<file path="src/eint_consts.svh">
// Constants of the external pin interrupt unit: offsets, reset values, field positions.
// Assumes inclusion by bare name from every design file that needs a figure.
//
// Summary of operation
// [RULE_01] A line requests even when its pin is driven as an output.
// [RULE_02] Sense select 00 low level, 01 any change, 10 falling, 11 rising.
// [RULE_03] Enabled low-level line requests for as long as pin stays low.
// [RULE_04] Edge and change detection need the I/O clock; level detection does not.
// [RULE_05] Power-down wake samples pin twice on watchdog clock ticks.
// [RULE_06] Level vanished before start-up end still wakes, without an interrupt.
// [RULE_07] A line activates only with global enable and its mask bit set.
// [RULE_08] Pin is sampled before edge detection; pulses over one clock caught.
// [RULE_09] Source holds low level until the current instruction completes.
// [RULE_10] Software clears a line's enable before changing its sense bits.
// [RULE_11] Edge or change request sets the line's pending flag.
// [RULE_12] Pending, enable and global enable set gives the line's vector request.
// [RULE_13] Pending clears on routine entry and on software writing one.
// [RULE_14] In low-level mode the pending flag always reads cleared.
// [RULE_15] Sense control is 8 bits RW, reset zero, line 3 in top pair.
// [RULE_16] Enable mask holds one bit per line in low four bits, reset zero.
// [RULE_17] Edges compare current and previous registered samples on the I/O clock.
`ifndef EINT_CONSTS_SVH
`define EINT_CONSTS_SVH

// ----------------------------------------------------------------
// Register map
// ----------------------------------------------------------------
`define EINT_ADDR_W 12
`define EINT_OFF_SENSE 12'h000
`define EINT_OFF_MASK 12'h004
`define EINT_OFF_FLAGS 12'h008
`define EINT_SENSE_RST 8'h00
`define EINT_MASK_RST 4'h0
`define EINT_FLAGS_RST 4'h0
`define EINT_SAMPLE_RST 4'hF
`define EINT_PRDATA_RST 32'h00000000
`define EINT_LINES 4
`define EINT_SEL_W 2
`define EINT_MASK_MSB 3
`define EINT_REG_MSB 7
`define EINT_ZERO24 24'h000000
`define EINT_ZERO28 28'h0000000

`endif

</file>
<file path="src/eint_pkg.sv">
// Types shared by the external pin interrupt unit.
// Assumes nothing beyond a SystemVerilog compiler.
package eint_pkg;
    typedef enum logic [1:0]
    {
        EINT_SENSE_LOW,
        EINT_SENSE_ANY,
        EINT_SENSE_FALL,
        EINT_SENSE_RISE
    } eint_sense_t;

    typedef enum logic [1:0]
    {
        EINT_WK_IDLE,
        EINT_WK_ONE,
        EINT_WK_WAKE
    } eint_wake_t;
endpackage

</file>
<file path="src/eint_line_if.sv">
// Carrier between the register core and the detection modules.
// Assumes one clock domain; all members are driven by flip-flops or simple decodes.
interface eint_line_if;
    logic [7:0] sense;
    logic [3:0] enable;
    logic [3:0] edge_event;
    logic io_clk_run;
    logic wake;

    modport core
    (
        output sense,
        output enable,
        output io_clk_run,
        input edge_event,
        input wake
    );

    modport det
    (
        input sense,
        input enable,
        input io_clk_run,
        output edge_event
    );

    modport wk
    (
        input sense,
        input enable,
        output wake
    );
endinterface

</file>
<file path="src/eint_edge_det.sv">
// Pin sampler and per-line edge detector.
// Assumes pins are synchronous to the clock and the I/O clock run level gates detection.
`include "eint_consts.svh"
module eint_edge_det
(
    // Clock and reset
    input wire logic clk,
    input wire logic rst_n,
    // Pins and carrier
    input wire logic [3:0] pins,
    eint_line_if.det lif
);
    logic [3:0] cur_reg;
    logic [3:0] prev_reg;

    // ----------------------------------------------------------------
    // Sampling
    // ----------------------------------------------------------------
    // Samples freeze while the I/O clock is halted, so no edge is seen asleep.
    always_ff @(posedge clk or negedge rst_n)
    begin
        if (!rst_n)
        begin
            cur_reg <= `EINT_SAMPLE_RST;
            prev_reg <= `EINT_SAMPLE_RST;
        end
        else if (lif.io_clk_run) // [RULE_04]
        begin
            cur_reg <= pins; // [RULE_08]
            prev_reg <= cur_reg; // [RULE_17]
        end
    end

    // ----------------------------------------------------------------
    // Per-line decode
    // ----------------------------------------------------------------
    genvar g;
    generate
        for (g = 0; g < `EINT_LINES; g = g + 1)
        begin : g_line
            wire [1:0] sel = lif.sense[`EINT_SEL_W*g +: `EINT_SEL_W];
            wire rise = cur_reg[g] & ~prev_reg[g];
            wire fall = ~cur_reg[g] & prev_reg[g];
            wire hit_any = (sel == eint_pkg::EINT_SENSE_ANY) & (rise | fall);
            wire hit_fall = (sel == eint_pkg::EINT_SENSE_FALL) & fall;
            wire hit_rise = (sel == eint_pkg::EINT_SENSE_RISE) & rise;
            assign lif.edge_event[g] = lif.io_clk_run & (hit_any | hit_fall | hit_rise); // [RULE_02] [RULE_17]
        end
    endgenerate
endmodule

</file>
<file path="src/eint_wake.sv">
// Low-level wake detector for power-down, sampled on watchdog oscillator ticks.
// Assumes the tick is a one-cycle pulse synchronous to the clock.
`include "eint_consts.svh"
module eint_wake
(
    // Clock and reset
    input wire logic clk,
    input wire logic rst_n,
    // Sleep control
    input wire logic power_down,
    input wire logic wdt_tick,
    input wire logic [3:0] pins,
    eint_line_if.wk lif
);
    eint_pkg::eint_wake_t state_reg;
    eint_pkg::eint_wake_t state_next;
    logic [3:0] lvl_on;
    logic low_seen;

    genvar g;
    generate
        for (g = 0; g < `EINT_LINES; g = g + 1)
        begin : g_lvl
            assign lvl_on[g] = lif.enable[g] & (lif.sense[`EINT_SEL_W*g +: `EINT_SEL_W] == eint_pkg::EINT_SENSE_LOW)
                & ~pins[g];
        end
    endgenerate

    assign low_seen = |lvl_on;

    // Wake is held once two ticks saw the level; the interrupt itself only follows
    // if the pin is still low after start-up, which the core checks on its own.
    always_comb
    begin
        state_next = state_reg;
        case (state_reg)
            eint_pkg::EINT_WK_IDLE:
                if (power_down && wdt_tick && low_seen)
                    state_next = eint_pkg::EINT_WK_ONE;
            eint_pkg::EINT_WK_ONE:
                if (!power_down)
                    state_next = eint_pkg::EINT_WK_IDLE;
                else if (wdt_tick)
                    state_next = low_seen ? eint_pkg::EINT_WK_WAKE : eint_pkg::EINT_WK_IDLE; // [RULE_05]
            eint_pkg::EINT_WK_WAKE:
                if (!power_down)
                    state_next = eint_pkg::EINT_WK_IDLE; // [RULE_06]
            default:
                state_next = eint_pkg::EINT_WK_IDLE;
        endcase
    end

    always_ff @(posedge clk or negedge rst_n)
    begin
        if (!rst_n)
            state_reg <= eint_pkg::EINT_WK_IDLE;
        else
            state_reg <= state_next;
    end

    assign lif.wake = (state_reg == eint_pkg::EINT_WK_WAKE);
endmodule

</file>
<file path="src/eint_top.sv">
// External pin interrupt unit: APB registers, pending flags, requests and wake.
// Assumes APB master on CORE_CLK, pins synchronous to CORE_CLK, pad value read back
// even when the port drives the pin.
//
// The implementer's own choices: register access over APB and the address map.
`include "eint_consts.svh"
module eint_top
(
    // Clock and reset
    input wire logic CORE_CLK,
    input wire logic RST_N,
    // APB slave
    input wire logic PSEL,
    input wire logic PENABLE,
    input wire logic PWRITE,
    input wire logic [11:0] PADDR,
    input wire logic [31:0] PWDATA,
    output logic [31:0] PRDATA,
    output logic PREADY,
    output logic PSLVERR,
    // Pins
    input wire logic [3:0] EXT_IRQ_PINS,
    // Core interface
    input wire logic GLOBAL_INT_EN,
    input wire logic IO_CLK_RUN,
    input wire logic POWER_DOWN,
    input wire logic WDT_TICK,
    input wire logic VECTOR_ACK,
    input wire logic [1:0] VECTOR_ACK_LINE,
    output logic [3:0] LINE_IRQ_REQ,
    output logic IRQ,
    output logic WAKE_REQ
);
    logic [7:0] sense_reg;
    logic [3:0] enable_reg;
    logic [3:0] flags_reg;
    logic [3:0] flags_next;
    logic [31:0] prdata_reg;
    logic [31:0] prdata_next;
    logic [3:0] level_mode;
    logic [3:0] level_req;
    logic [3:0] edge_req;
    logic [3:0] ack_clr;
    logic [3:0] sw_clr;
    logic [3:0] flags_vis;

    eint_line_if lif ();

    // ----------------------------------------------------------------
    // Detection modules
    // ----------------------------------------------------------------
    eint_edge_det u_det
    (
        .clk(CORE_CLK),
        .rst_n(RST_N),
        .pins(EXT_IRQ_PINS), // [RULE_01]
        .lif(lif.det)
    );

    eint_wake u_wake
    (
        .clk(CORE_CLK),
        .rst_n(RST_N),
        .power_down(POWER_DOWN),
        .wdt_tick(WDT_TICK),
        .pins(EXT_IRQ_PINS),
        .lif(lif.wk)
    );

    assign lif.sense = sense_reg;
    assign lif.enable = enable_reg;
    assign lif.io_clk_run = IO_CLK_RUN;

    // ----------------------------------------------------------------
    // APB decode
    // ----------------------------------------------------------------
    wire setup = PSEL & ~PENABLE;
    wire access = PSEL & PENABLE;
    wire hit_sense = (PADDR == `EINT_OFF_SENSE);
    wire hit_mask = (PADDR == `EINT_OFF_MASK);
    wire hit_flags = (PADDR == `EINT_OFF_FLAGS);
    wire hit_any = hit_sense | hit_mask | hit_flags;
    wire wr = access & PWRITE & hit_any;
    wire wr_sense = wr & hit_sense;
    wire wr_mask = wr & hit_mask;
    wire wr_flags = wr & hit_flags;

    // Zero wait states: read data is captured in the setup cycle so that it can
    // come from a flip-flop and still be ready at the first access edge.
    assign PREADY = 1'b1;
    assign PSLVERR = access & ~hit_any;
    assign PRDATA = prdata_reg;

    // ----------------------------------------------------------------
    // Pending flags
    // ----------------------------------------------------------------
    genvar g;
    generate
        for (g = 0; g < `EINT_LINES; g = g + 1)
        begin : g_line
            assign level_mode[g] = (sense_reg[`EINT_SEL_W*g +: `EINT_SEL_W] == eint_pkg::EINT_SENSE_LOW);
            assign ack_clr[g] = VECTOR_ACK & (VECTOR_ACK_LINE == 2'(g)); // [RULE_13]
            assign sw_clr[g] = wr_flags & PWDATA[g]; // [RULE_13]
            // Set wins over either clear so an event in the clearing cycle survives.
            assign flags_next[g] = level_mode[g] ? 1'b0 :
                lif.edge_event[g] ? 1'b1 : // [RULE_11]
                (ack_clr[g] | sw_clr[g]) ? 1'b0 : flags_reg[g]; // [RULE_14]
            assign flags_vis[g] = flags_reg[g] & ~level_mode[g]; // [RULE_14]
            // Level requests follow the pin itself, so they need no I/O clock.
            assign level_req[g] = level_mode[g] & ~EXT_IRQ_PINS[g]; // [RULE_03] [RULE_04]
            assign edge_req[g] = flags_vis[g];
            assign LINE_IRQ_REQ[g] = GLOBAL_INT_EN & enable_reg[g] & (level_req[g] | edge_req[g]); // [RULE_07] [RULE_12]
        end
    endgenerate

    assign IRQ = |LINE_IRQ_REQ;
    assign WAKE_REQ = lif.wake; // [RULE_05] [RULE_06]

    // ----------------------------------------------------------------
    // Read mux
    // ----------------------------------------------------------------
    always_comb
    begin
        prdata_next = prdata_reg;
        if (setup && !PWRITE)
        begin
            if (hit_sense)
                prdata_next = {`EINT_ZERO24, sense_reg};
            else if (hit_mask)
                prdata_next = {`EINT_ZERO28, enable_reg};
            else if (hit_flags)
                prdata_next = {`EINT_ZERO28, flags_vis};
            else
                prdata_next = `EINT_PRDATA_RST;
        end
    end

    // ----------------------------------------------------------------
    // Registers
    // ----------------------------------------------------------------
    // Software is expected to drop a line's enable before retyping its sense bits;
    // nothing here filters the glitch a live change can cause.
    always_ff @(posedge CORE_CLK or negedge RST_N)
    begin
        if (!RST_N)
        begin
            sense_reg <= `EINT_SENSE_RST;
            enable_reg <= `EINT_MASK_RST;
            flags_reg <= `EINT_FLAGS_RST;
            prdata_reg <= `EINT_PRDATA_RST;
        end
        else
        begin
            if (wr_sense)
                sense_reg <= PWDATA[`EINT_REG_MSB:0]; // [RULE_15]
            if (wr_mask)
                enable_reg <= PWDATA[`EINT_MASK_MSB:0]; // [RULE_16]
            flags_reg <= flags_next;
            prdata_reg <= prdata_next;
        end
    end
endmodule

</file>
<file path="config.mk">
export PLATFORM = sky130hd
export DESIGN_NAME = eint_top
export DESIGN_NICKNAME = d
export VERILOG_FILES = /design/src/eint_pkg.sv /design/src/eint_line_if.sv /design/src/eint_edge_det.sv /design/src/eint_wake.sv /design/src/eint_top.sv
export VERILOG_INCLUDE_DIRS = /design/src
export SDC_FILE = /design/constraint.sdc
export NUM_CORES = 1
export LEC_CHECK = 0
export ABC_AREA = 1
export BUFFER_PORTS_ARGS = -buffer_cell sky130_fd_sc_hd__buf_2
export CAP_MARGIN = 30
export CELL_PAD_IN_SITES_DETAIL_PLACEMENT = 0
export CELL_PAD_IN_SITES_GLOBAL_PLACEMENT = 1
export CORE_MARGIN = 10
export CORE_UTILIZATION = 33
export CTS_CLUSTER_DIAMETER = 120
export DETAILED_ROUTE_END_ITERATION = 12
export PLACE_DENSITY = 0.89
export SLEW_MARGIN = 20
export SYNTH_ARGS = -nofsm -noshare
export SYNTH_HDL_FRONTEND = slang
export SYNTH_HIERARCHICAL = 1
export SYNTH_SLANG_ARGS = --single-unit
export TNS_END_PERCENT = 20
</file>
<file path="constraint.sdc">
create_clock -name CORE_CLK -period 1.99 [get_ports CORE_CLK]
set_input_delay 0.597 -clock CORE_CLK [delete_from_list [all_inputs] [get_ports CORE_CLK]]
set_output_delay 0.597 -clock CORE_CLK [all_outputs]
set_load 0.005 [all_outputs]
</file>
### Word level (Yosys, flattened, before mapping)

Cells that the tools add are included.

* order comparisons: 0
* bitwise gates (word level): 104
* add/subtract/negate cells: 0
* shift operators: 0
* div/mod/pow operators: 0
* reductions and logical operators: 18
* eq/ne operators: 22
* muxes and demuxes: 21
* multiply operators: 0

Operators by type and width (number)
* 1-bit bitwise AND: 64
* 2-bit equality test (second input constant): 11
* 1-bit OR: 22
* 1-bit inverter: 18
* 12-bit by 3-bit equality test with 1-bit output (second input constant): 1
* 12-bit by 4-bit equality test with 1-bit output (second input constant): 1
* 2-bit by 1-bit equality test with 1-bit output (second input constant): 6
* 12-bit logical NOT: 1
* 2-bit logical NOT: 6
* 1-bit 2-to-1 mux: 12
* 3-bit nonzero test: 4
* 2-bit 2-to-1 mux: 5
* 4-bit 2-to-1 mux: 2
* 8-bit 2-to-1 mux: 1
* 4-bit OR reduction: 2
* 2-bit one-hot mux with 3 select lines: 1
* 1-bit logical AND: 3
* 3-bit != test (second input constant): 1
* 3-bit AND reduction: 1
* 2-bit by 1-bit != test with 1-bit output (second input constant): 1
* 2-bit != test (second input constant): 1
* 1-bit logical NOT: 1

* input port bits: 60
* word-level logic and storage cells: 175
* latch bits: 0
* bits in writable memories: 0
* flip-flop bits (word level): 58
* bits in read-only memories: 0
* memories kept: 0
* output and inout port bits: 40

### Logic depth before layout (Yosys ltp)

Gate-level depths: netlist (run 1).

* depth in word-level cells: 10
* gate-level depth with buffers: 8
* depth with buffers taken out: 8

### Modules after synthesis

Netlist (run 1), hierarchy kept.

Modules (own cells, without submodules)
* eint_top: instances 1, cells each 210, seq. area each 600.6 um2, area each 1595.3 um2
* eint_edge_det: instances 1, cells each 74, seq. area each 210.2 um2, area each 551.8 um2
* eint_wake: instances 1, cells each 46, seq. area each 50.0 um2, area each 235.2 um2

### Worst setup path before layout (run 1)

OpenSTA, ideal clock, no wires.

* path kind: input-to-output
* from: input port PADDR[11]
* to: output port PSLVERR
* setup slack: 83 ps
* path buffers: 1
* data arrival time: 1310 ps
* data required time: 1393 ps
* cell stages on the path: 7
* cells stage by stage: nor2_1 nand2_1 nor2_8 buf_4 nand2_1 nand3_1 nor2_1

* longest elaborated chain between the ends: 5
* elaborated cells between the ends (all ways): 7
* those cells by class: 2 x eq/ne; 4 x bitwise; 1 x reduce/logical

RTL lines
* start: declaration: RTL line eint_top.sv:16 `input wire logic [11:0] PADDR,`
* 12-bit by 3-bit equality test with 1-bit output (no line) or 12-bit logical NOT (tied branches)
* 1-bit OR: RTL line eint_top.sv:82 `wire hit_any = hit_sense | hit_mask | hit_flags;`
* 1-bit OR *: RTL line eint_top.sv:82
* 1-bit inverter *: RTL line eint_top.sv:91 `assign PSLVERR = access & ~hit_any;`
* 1-bit bitwise AND *: RTL line eint_top.sv:91
* end: declaration: RTL line eint_top.sv:20 `output logic PSLVERR,`

Mark *: on every way between the ends. The rest lies on a longest branch, timed or not.

### Final worst setup path (run 1)

* from: input port PADDR[0]
* to: output port PSLVERR

The elaborated chain is that of the path after synthesis.

==> results of run 1 <==
-- synthesized netlist by cell type, drive strengths merged (2+ instances only) --
| cell type | number |
|---|---|
| nor2 | 39 |
| o21ai | 22 |
| a31oi | 3 |
| ha | 8 |
| nand2 | 84 |
| a21oi | 8 |
| nand3b | 3 |
| o211ai | 4 |
| buf | 28 |
| conb | 2 |
| nand3 | 19 |
| dfrtp | 26 |
| or2 | 2 |
| o31ai | 4 |
| dfstp | 8 |
| inv | 63 |
| nand4 | 3 |
-- cells in the final DEF (no fill, tap or decap), drive strengths merged --
master,Yosys,routed
ha,8,8
nand3b,3,3
conb,2,25
o211ai,4,4
buf,28,72
or2,2,2
and3,1,1
o2111ai,1,1
nor3,1,1
nor2,39,39
clkbuf,1,7
a31oi,3,3
inv,63,63
nand4,3,3
clkinv,0,1
a21oi,8,8
dfstp,8,8
nand2,84,84
nand3,19,19
dfrtp,26,26
o31ai,4,4
o21ai,22,22
-- worst max-delay path: stages --
cell     delay, ns
buf_6         0.09
or2_4         0.29
nor3_4        0.14
nand2_1       0.09
nand3_2       0.06
nor2_1        0.04
buf_2         0.12
-- metrics by stage --
stage | hold WS [ns] | area (um^2) | TNS [ns] | utilization (%) | power, uW
global placement | 0.458 | 2710 | -0.0371 | 39.3 | 963
detailed placement | 0.461 | 2710 | -0.0593 | 39.3 | 969
finish | 0.330 | 2920 | -0.0373 | 42.3 | 1500
floorplan | 0.301 | 2470 | 0 | - | 909
CTS | 0.344 | 2870 | -0.0706 | 41.6 | 1510
global route | 0.365 | 2920 | -0.194 | 42.3 | 1590
-- layout make-up --
cell class	count	area [um^2]	area share (%)
multi-input cells	227	1190	40.8
flip-flops and latches	34	862	29.5
repair buffers	72	422	14.4
inverters	63	236	8.09
well taps	96	120	4.11
clock buffers	7	86.3	2.95
clock inverters	1	5.00	0.171
-- how the worst min path moves through the flow --
stage	endpoint
after floorplan	PRDATA[0]
after global placement	PRDATA[2]
after detailed placement	PRDATA[0]
after CTS	flags_reg[2]
after global routing	flags_reg[3]
final	PRDATA[4]
-- what timing repair did --
action / 4_1_cts / 5_1_grt
pin swaps: 3 / 2
gates resized for setup: 11 / 10
hold buffers: 0 / 0
setup buffers: 6 / 4
setup endpoints to repair: 5 / 6
-- power breakdown --
part           switching [uW]  total [uW]  internal (uW)
clock network             252         531            279
registers                15.3         744            729
logic                     139         226           87.8
total                     406        1500           1100
-- cells by family (layout without fill, tap and decap cells) --
kind of cell	count (synthesis)	in the layout	synth area share [%]
DFF	34	34	36.1
other	2	25	0.315
AOI/OAI and AO/OA	42	42	11.2
buffers and inverters	92	143	19.1
and+or+nand+nor	152	152	29.0
adders and majority gates	8	8	4.20
-- layer usage --
| layer | share of wire, % | track usage, % |
|---|---|---|
| met4 | 1.0 | 3.04 |
| met3 | 6.8 | 3.93 |
| met5 | 0 | 0 |
| met2 | 50 | 18.7 |
| met1 | 42 | 11.9 |
==> reports/qor.txt, run 1 <==
Post-synth EDFFs -> 0
unrepaired setup endpoints after global routing -> true
depth of the CTS H-tree -> 2
clock latency of the later-clocked register in the worst-skew pair -> 0.29 ns
# DRC -> 0
capturing instance or port of the critical path -> PSLVERR
flip-flop and latch count after synthesis -> 34
terminus of the critical flop-to-flop path -> flags_reg[2]
status -> finished with violations
Die Footprint -> 11000 um^2
proportion of synthesized flip-flops having asynchronous set or reset -> 100%
worst setup path start -> PADDR[0]
FF-to-FF Start -> u_det/cur_reg[2]
total clock buffers created by CTS -> 5
sequential share of the synthesized area -> 36.1%
synthesized instance count -> 330
TritonCTS clock tree -> built
violations in the final reports -> negative setup slack
Final setup violation count -> 2
Initial Util -> 34.5%
Arr. time, crit path -> 1.42 ns
clk sinks -> 34
cell total after placement -> 482
Max FO, Critical Path -> 4
clock-pin slew of the registers on the worst-case setup and hold paths -> 0.07 ns
Worst Clk Skew -> 0.0144 ns
slack of the critical path -> -0.0306 ns
cell accounting for the most synthesized area -> dfrtp_1
via/cell ratio -> 4.31
total power per unit cell area -> 514 nW/um^2
leakage power summed over all cells -> 0.00170 uW
DR pass1 iterations -> 4
register-to-register setup slack -> 0.68 ns
floorplan die width -> 105 um
minimum clock period -> 2.02 ns
post-layout instance count excluding filler cells -> 500
Final #Nets -> 471
average wire length per cell after detail routing -> 12.0 um
initial antenna violation count -> 0
post-synthesis cell type count -> 29
sum of routed wire length over all layers -> 6020 um
total number of vias -> 2156
die height -> 105 um
highest attainable clock frequency -> 0.495 GHz
most common flop cell mapped by yosys -> dfrtp_1
placeable core region -> 6910 um^2
Max Transition Viols Final -> 0
synth warn -> 6
number of buffers on the longest clock path -> 2
DRC violation total after the first TritonRoute iteration -> 88
Cell Rows -> 30
global-route wire length before repair -> 9920 um
ratio of cells with drive above 1 in the final layout -> 30.0%
count of filler cells inserted in the layout -> 734
Tcrit/Tclk final -> 102%
endpoint type of the worst setup path -> primary output
Reg2Reg Depth -> 7
layout overhead on the synthesized area -> 22.7%
I/O Buffers -> 50
via count of the first global-routing pass -> 2166
HPWL after detailed placement -> 4810 um
Max VDD drop -> 0.229 mV
post-synthesis cell area -> 2380 um^2
post-placement worst setup slack -> -0.0593 ns
average cell area after synthesis -> 7.22 um^2
HP Class -> in2async
number of maximum-capacitance constraint violations -> 0
Root Driver -> clkbuf_8
share of the synthesized area in the top cell type -> 27.3%
RePlAce Congestion -> 0.790
Detail Route Antenna Nets -> 0
cell types with the largest area share after synthesis -> dfrtp_1 27%, nand2_1 13%, inv_1 9.8%
number of top-level pins -> 100
number of hold violations in the final report -> 0
classification of the worst setup path -> in2out
# diodes -> 0
largest net degree at the start of global routing -> 35
overall global routing resource usage -> 10.7%
required time reported for the critical path endpoint -> 1.39 ns
grt total ovfl -> 0
CP Launch Type -> primary input
Note: power is estimated with default switching activity, not from simulation.
==> run 2, diff against run 1 <==
--- a/config.mk
+++ b/config.mk
@@ -9,13 +9,11 @@
 export ABC_AREA = 1
 export BUFFER_PORTS_ARGS = -buffer_cell sky130_fd_sc_hd__buf_2
 export CAP_MARGIN = 30
-export CELL_PAD_IN_SITES_DETAIL_PLACEMENT = 0
-export CELL_PAD_IN_SITES_GLOBAL_PLACEMENT = 1
 export CORE_MARGIN = 10
-export CORE_UTILIZATION = 33
+export CORE_UTILIZATION = 40
 export CTS_CLUSTER_DIAMETER = 120
 export DETAILED_ROUTE_END_ITERATION = 12
-export PLACE_DENSITY = 0.89
+export PLACE_DENSITY = 0.78
 export SLEW_MARGIN = 20
 export SYNTH_ARGS = -nofsm -noshare
 export SYNTH_HDL_FRONTEND = slang
==> run 2 against run 1 <==
Against the previous run:
- the flow still finishes with violations (negative setup slack)
- die area decreased by 14%
- sequential power about the same
- highest routed layer is now met5
- wire length decreased by 0.81%
- critical path type unchanged
- clock-buffer cell count increased by 1
- worst setup slack got worse by 0.027 ns
- power increased by 4.3%
- register-to-register slack got worse by 0.04 ns
==> reports/qor.txt, run 2 (synthesized netlist as in run 1, its figures left out) <==
status -> finished with violations
violations in the final reports -> negative setup slack
final-layout setup total negative slack -> -0.0579 ns
grt total ovfl -> 0
clk sinks -> 34
Arr. time, crit path -> 1.45 ns
HPWL after detailed placement -> 4690 um
initial antenna violation count -> 1
number of hold violations in the final report -> 0
via/cell ratio -> 4.62
highest attainable clock frequency -> 0.488 GHz
Layout Utilization -> 49.2%
unrepaired setup endpoints after global routing -> true
Max FO, Critical Path -> 4
FF-to-FF Start -> u_det/cur_reg[0]
Detail Route Antenna Nets -> 0
TritonCTS clock tree -> built
sum of routed wire length over all layers -> 5970 um
CP Launch Type -> primary input
slack of the critical path -> -0.0579 ns
Initial Util -> 40.7%
via count of the first global-routing pass -> 2188
global-route wire length before repair -> 9740 um
number of top-level pins -> 100
Final #Nets -> 466
total clock buffers created by CTS -> 5
floorplan die width -> 97.2 um
overall global routing resource usage -> 12.1%
Worst Hold Margin -> 0.336 ns
register-to-register setup slack -> 0.64 ns
DR pass1 iterations -> 6
placeable core region -> 5850 um^2
layout overhead on the synthesized area -> 20.7%
# DRC -> 0
post-route cell area -> 2880 um^2
average wire length per cell after detail routing -> 12.6 um
endpoint type of the worst setup path -> primary output
total number of vias -> 2192
HP Class -> in2async
largest net degree at the start of global routing -> 35
number of maximum-capacitance constraint violations -> 0
clock-pin slew of the registers on the worst-case setup and hold paths -> 0.07 ns
I/O Buffers -> 50
Max VDD drop -> 0.229 mV
Worst Clk Skew -> 0.00288 ns
post-placement worst setup slack -> -0.0867 ns
Max Transition Viols Final -> 0
count of filler cells inserted in the layout -> 577
leakage power summed over all cells -> 0.00168 uW
die height -> 97.2 um
clock latency of the later-clocked register in the worst-skew pair -> 0.28 ns
Tcrit/Tclk final -> 103%
total power per unit cell area -> 545 nW/um^2
most common cell after layout, fill and taps aside -> nand2_1
minimum clock period -> 2.05 ns
Root Driver -> clkbuf_8
Cell Rows -> 28
number of buffers on the longest clock path -> 2
RePlAce Congestion -> 0.871
DRC violation total after the first TritonRoute iteration -> 122
leading cell types in the layout, fill and taps excluded -> 78 x nand2_1, 57 x inv_1, 48 x buf_2
Die Footprint -> 9440 um^2
depth of the CTS H-tree -> 2
ratio of cells with drive above 1 in the final layout -> 28.8%
Final setup violation count -> 1
worst setup path start -> PADDR[0]
required time reported for the critical path endpoint -> 1.39 ns
classification of the worst setup path -> in2out
instance area after placement -> 2680 um^2
# diodes -> 0
-- run 2: worst max-delay path: stages --
cell,delay [ns]
buf_6,0.09
or2_4,0.29
nor3_4,0.14
nand2_1,0.08
nand3_1,0.09
nor2_1,0.05
buf_2,0.12
-- run 2: stage by stage --
stage	power, uW	std cells
global placement	959	460
floorplan	909	353
CTS	1580	472
detailed placement	969	460
finish	1570	474
global route	1650	474
-- run 2: routing by layer --
layer  vias up  GRT usage (%)  share of wire (%)
met1      1007           13.1                 39
met4         2           2.72               0.67
met5         -              0               0.12
li1       1104              -                  -
met2        71           21.6                 52
met3         8           4.77                8.1
-- run 2: cell type report --
cell class,instances,area [um^2],share of cell area (%)
Multi-Input combinational cell,227,1180,41.1
Sequential cell,34,863,30.0
Clock buffer,8,110,3.83
Timing Repair Buffer,67,390,13.6
Tap cell,75,93.8,3.26
Inverter,63,236,8.22
-- run 2: power by group --
group          switching, uW  internal (uW)  total, uW
clock                    247            349        597
sequential              14.3            729        743
combinational            139           87.1        227
-- run 2: path summary, 6_finish.rpt --
check,end,cells past startpoint
worst max register to register,flags_reg[0],7
worst max-delay path,PSLVERR,7
max in group asynchronous,u_det/cur_reg[2],2
worst min register to register,PRDATA[3],2
worst min-delay path,PRDATA[6],2
min in group CORE_CLK,PRDATA[3],2
-- run 2: timing repair --
action,CTS,global route
hold buffers,0,0
pin swaps,2,1
setup buffers,4,2
hold endpoints to repair,0,0
endpoints found under the setup margin,5,6
gates resized for setup,12,8
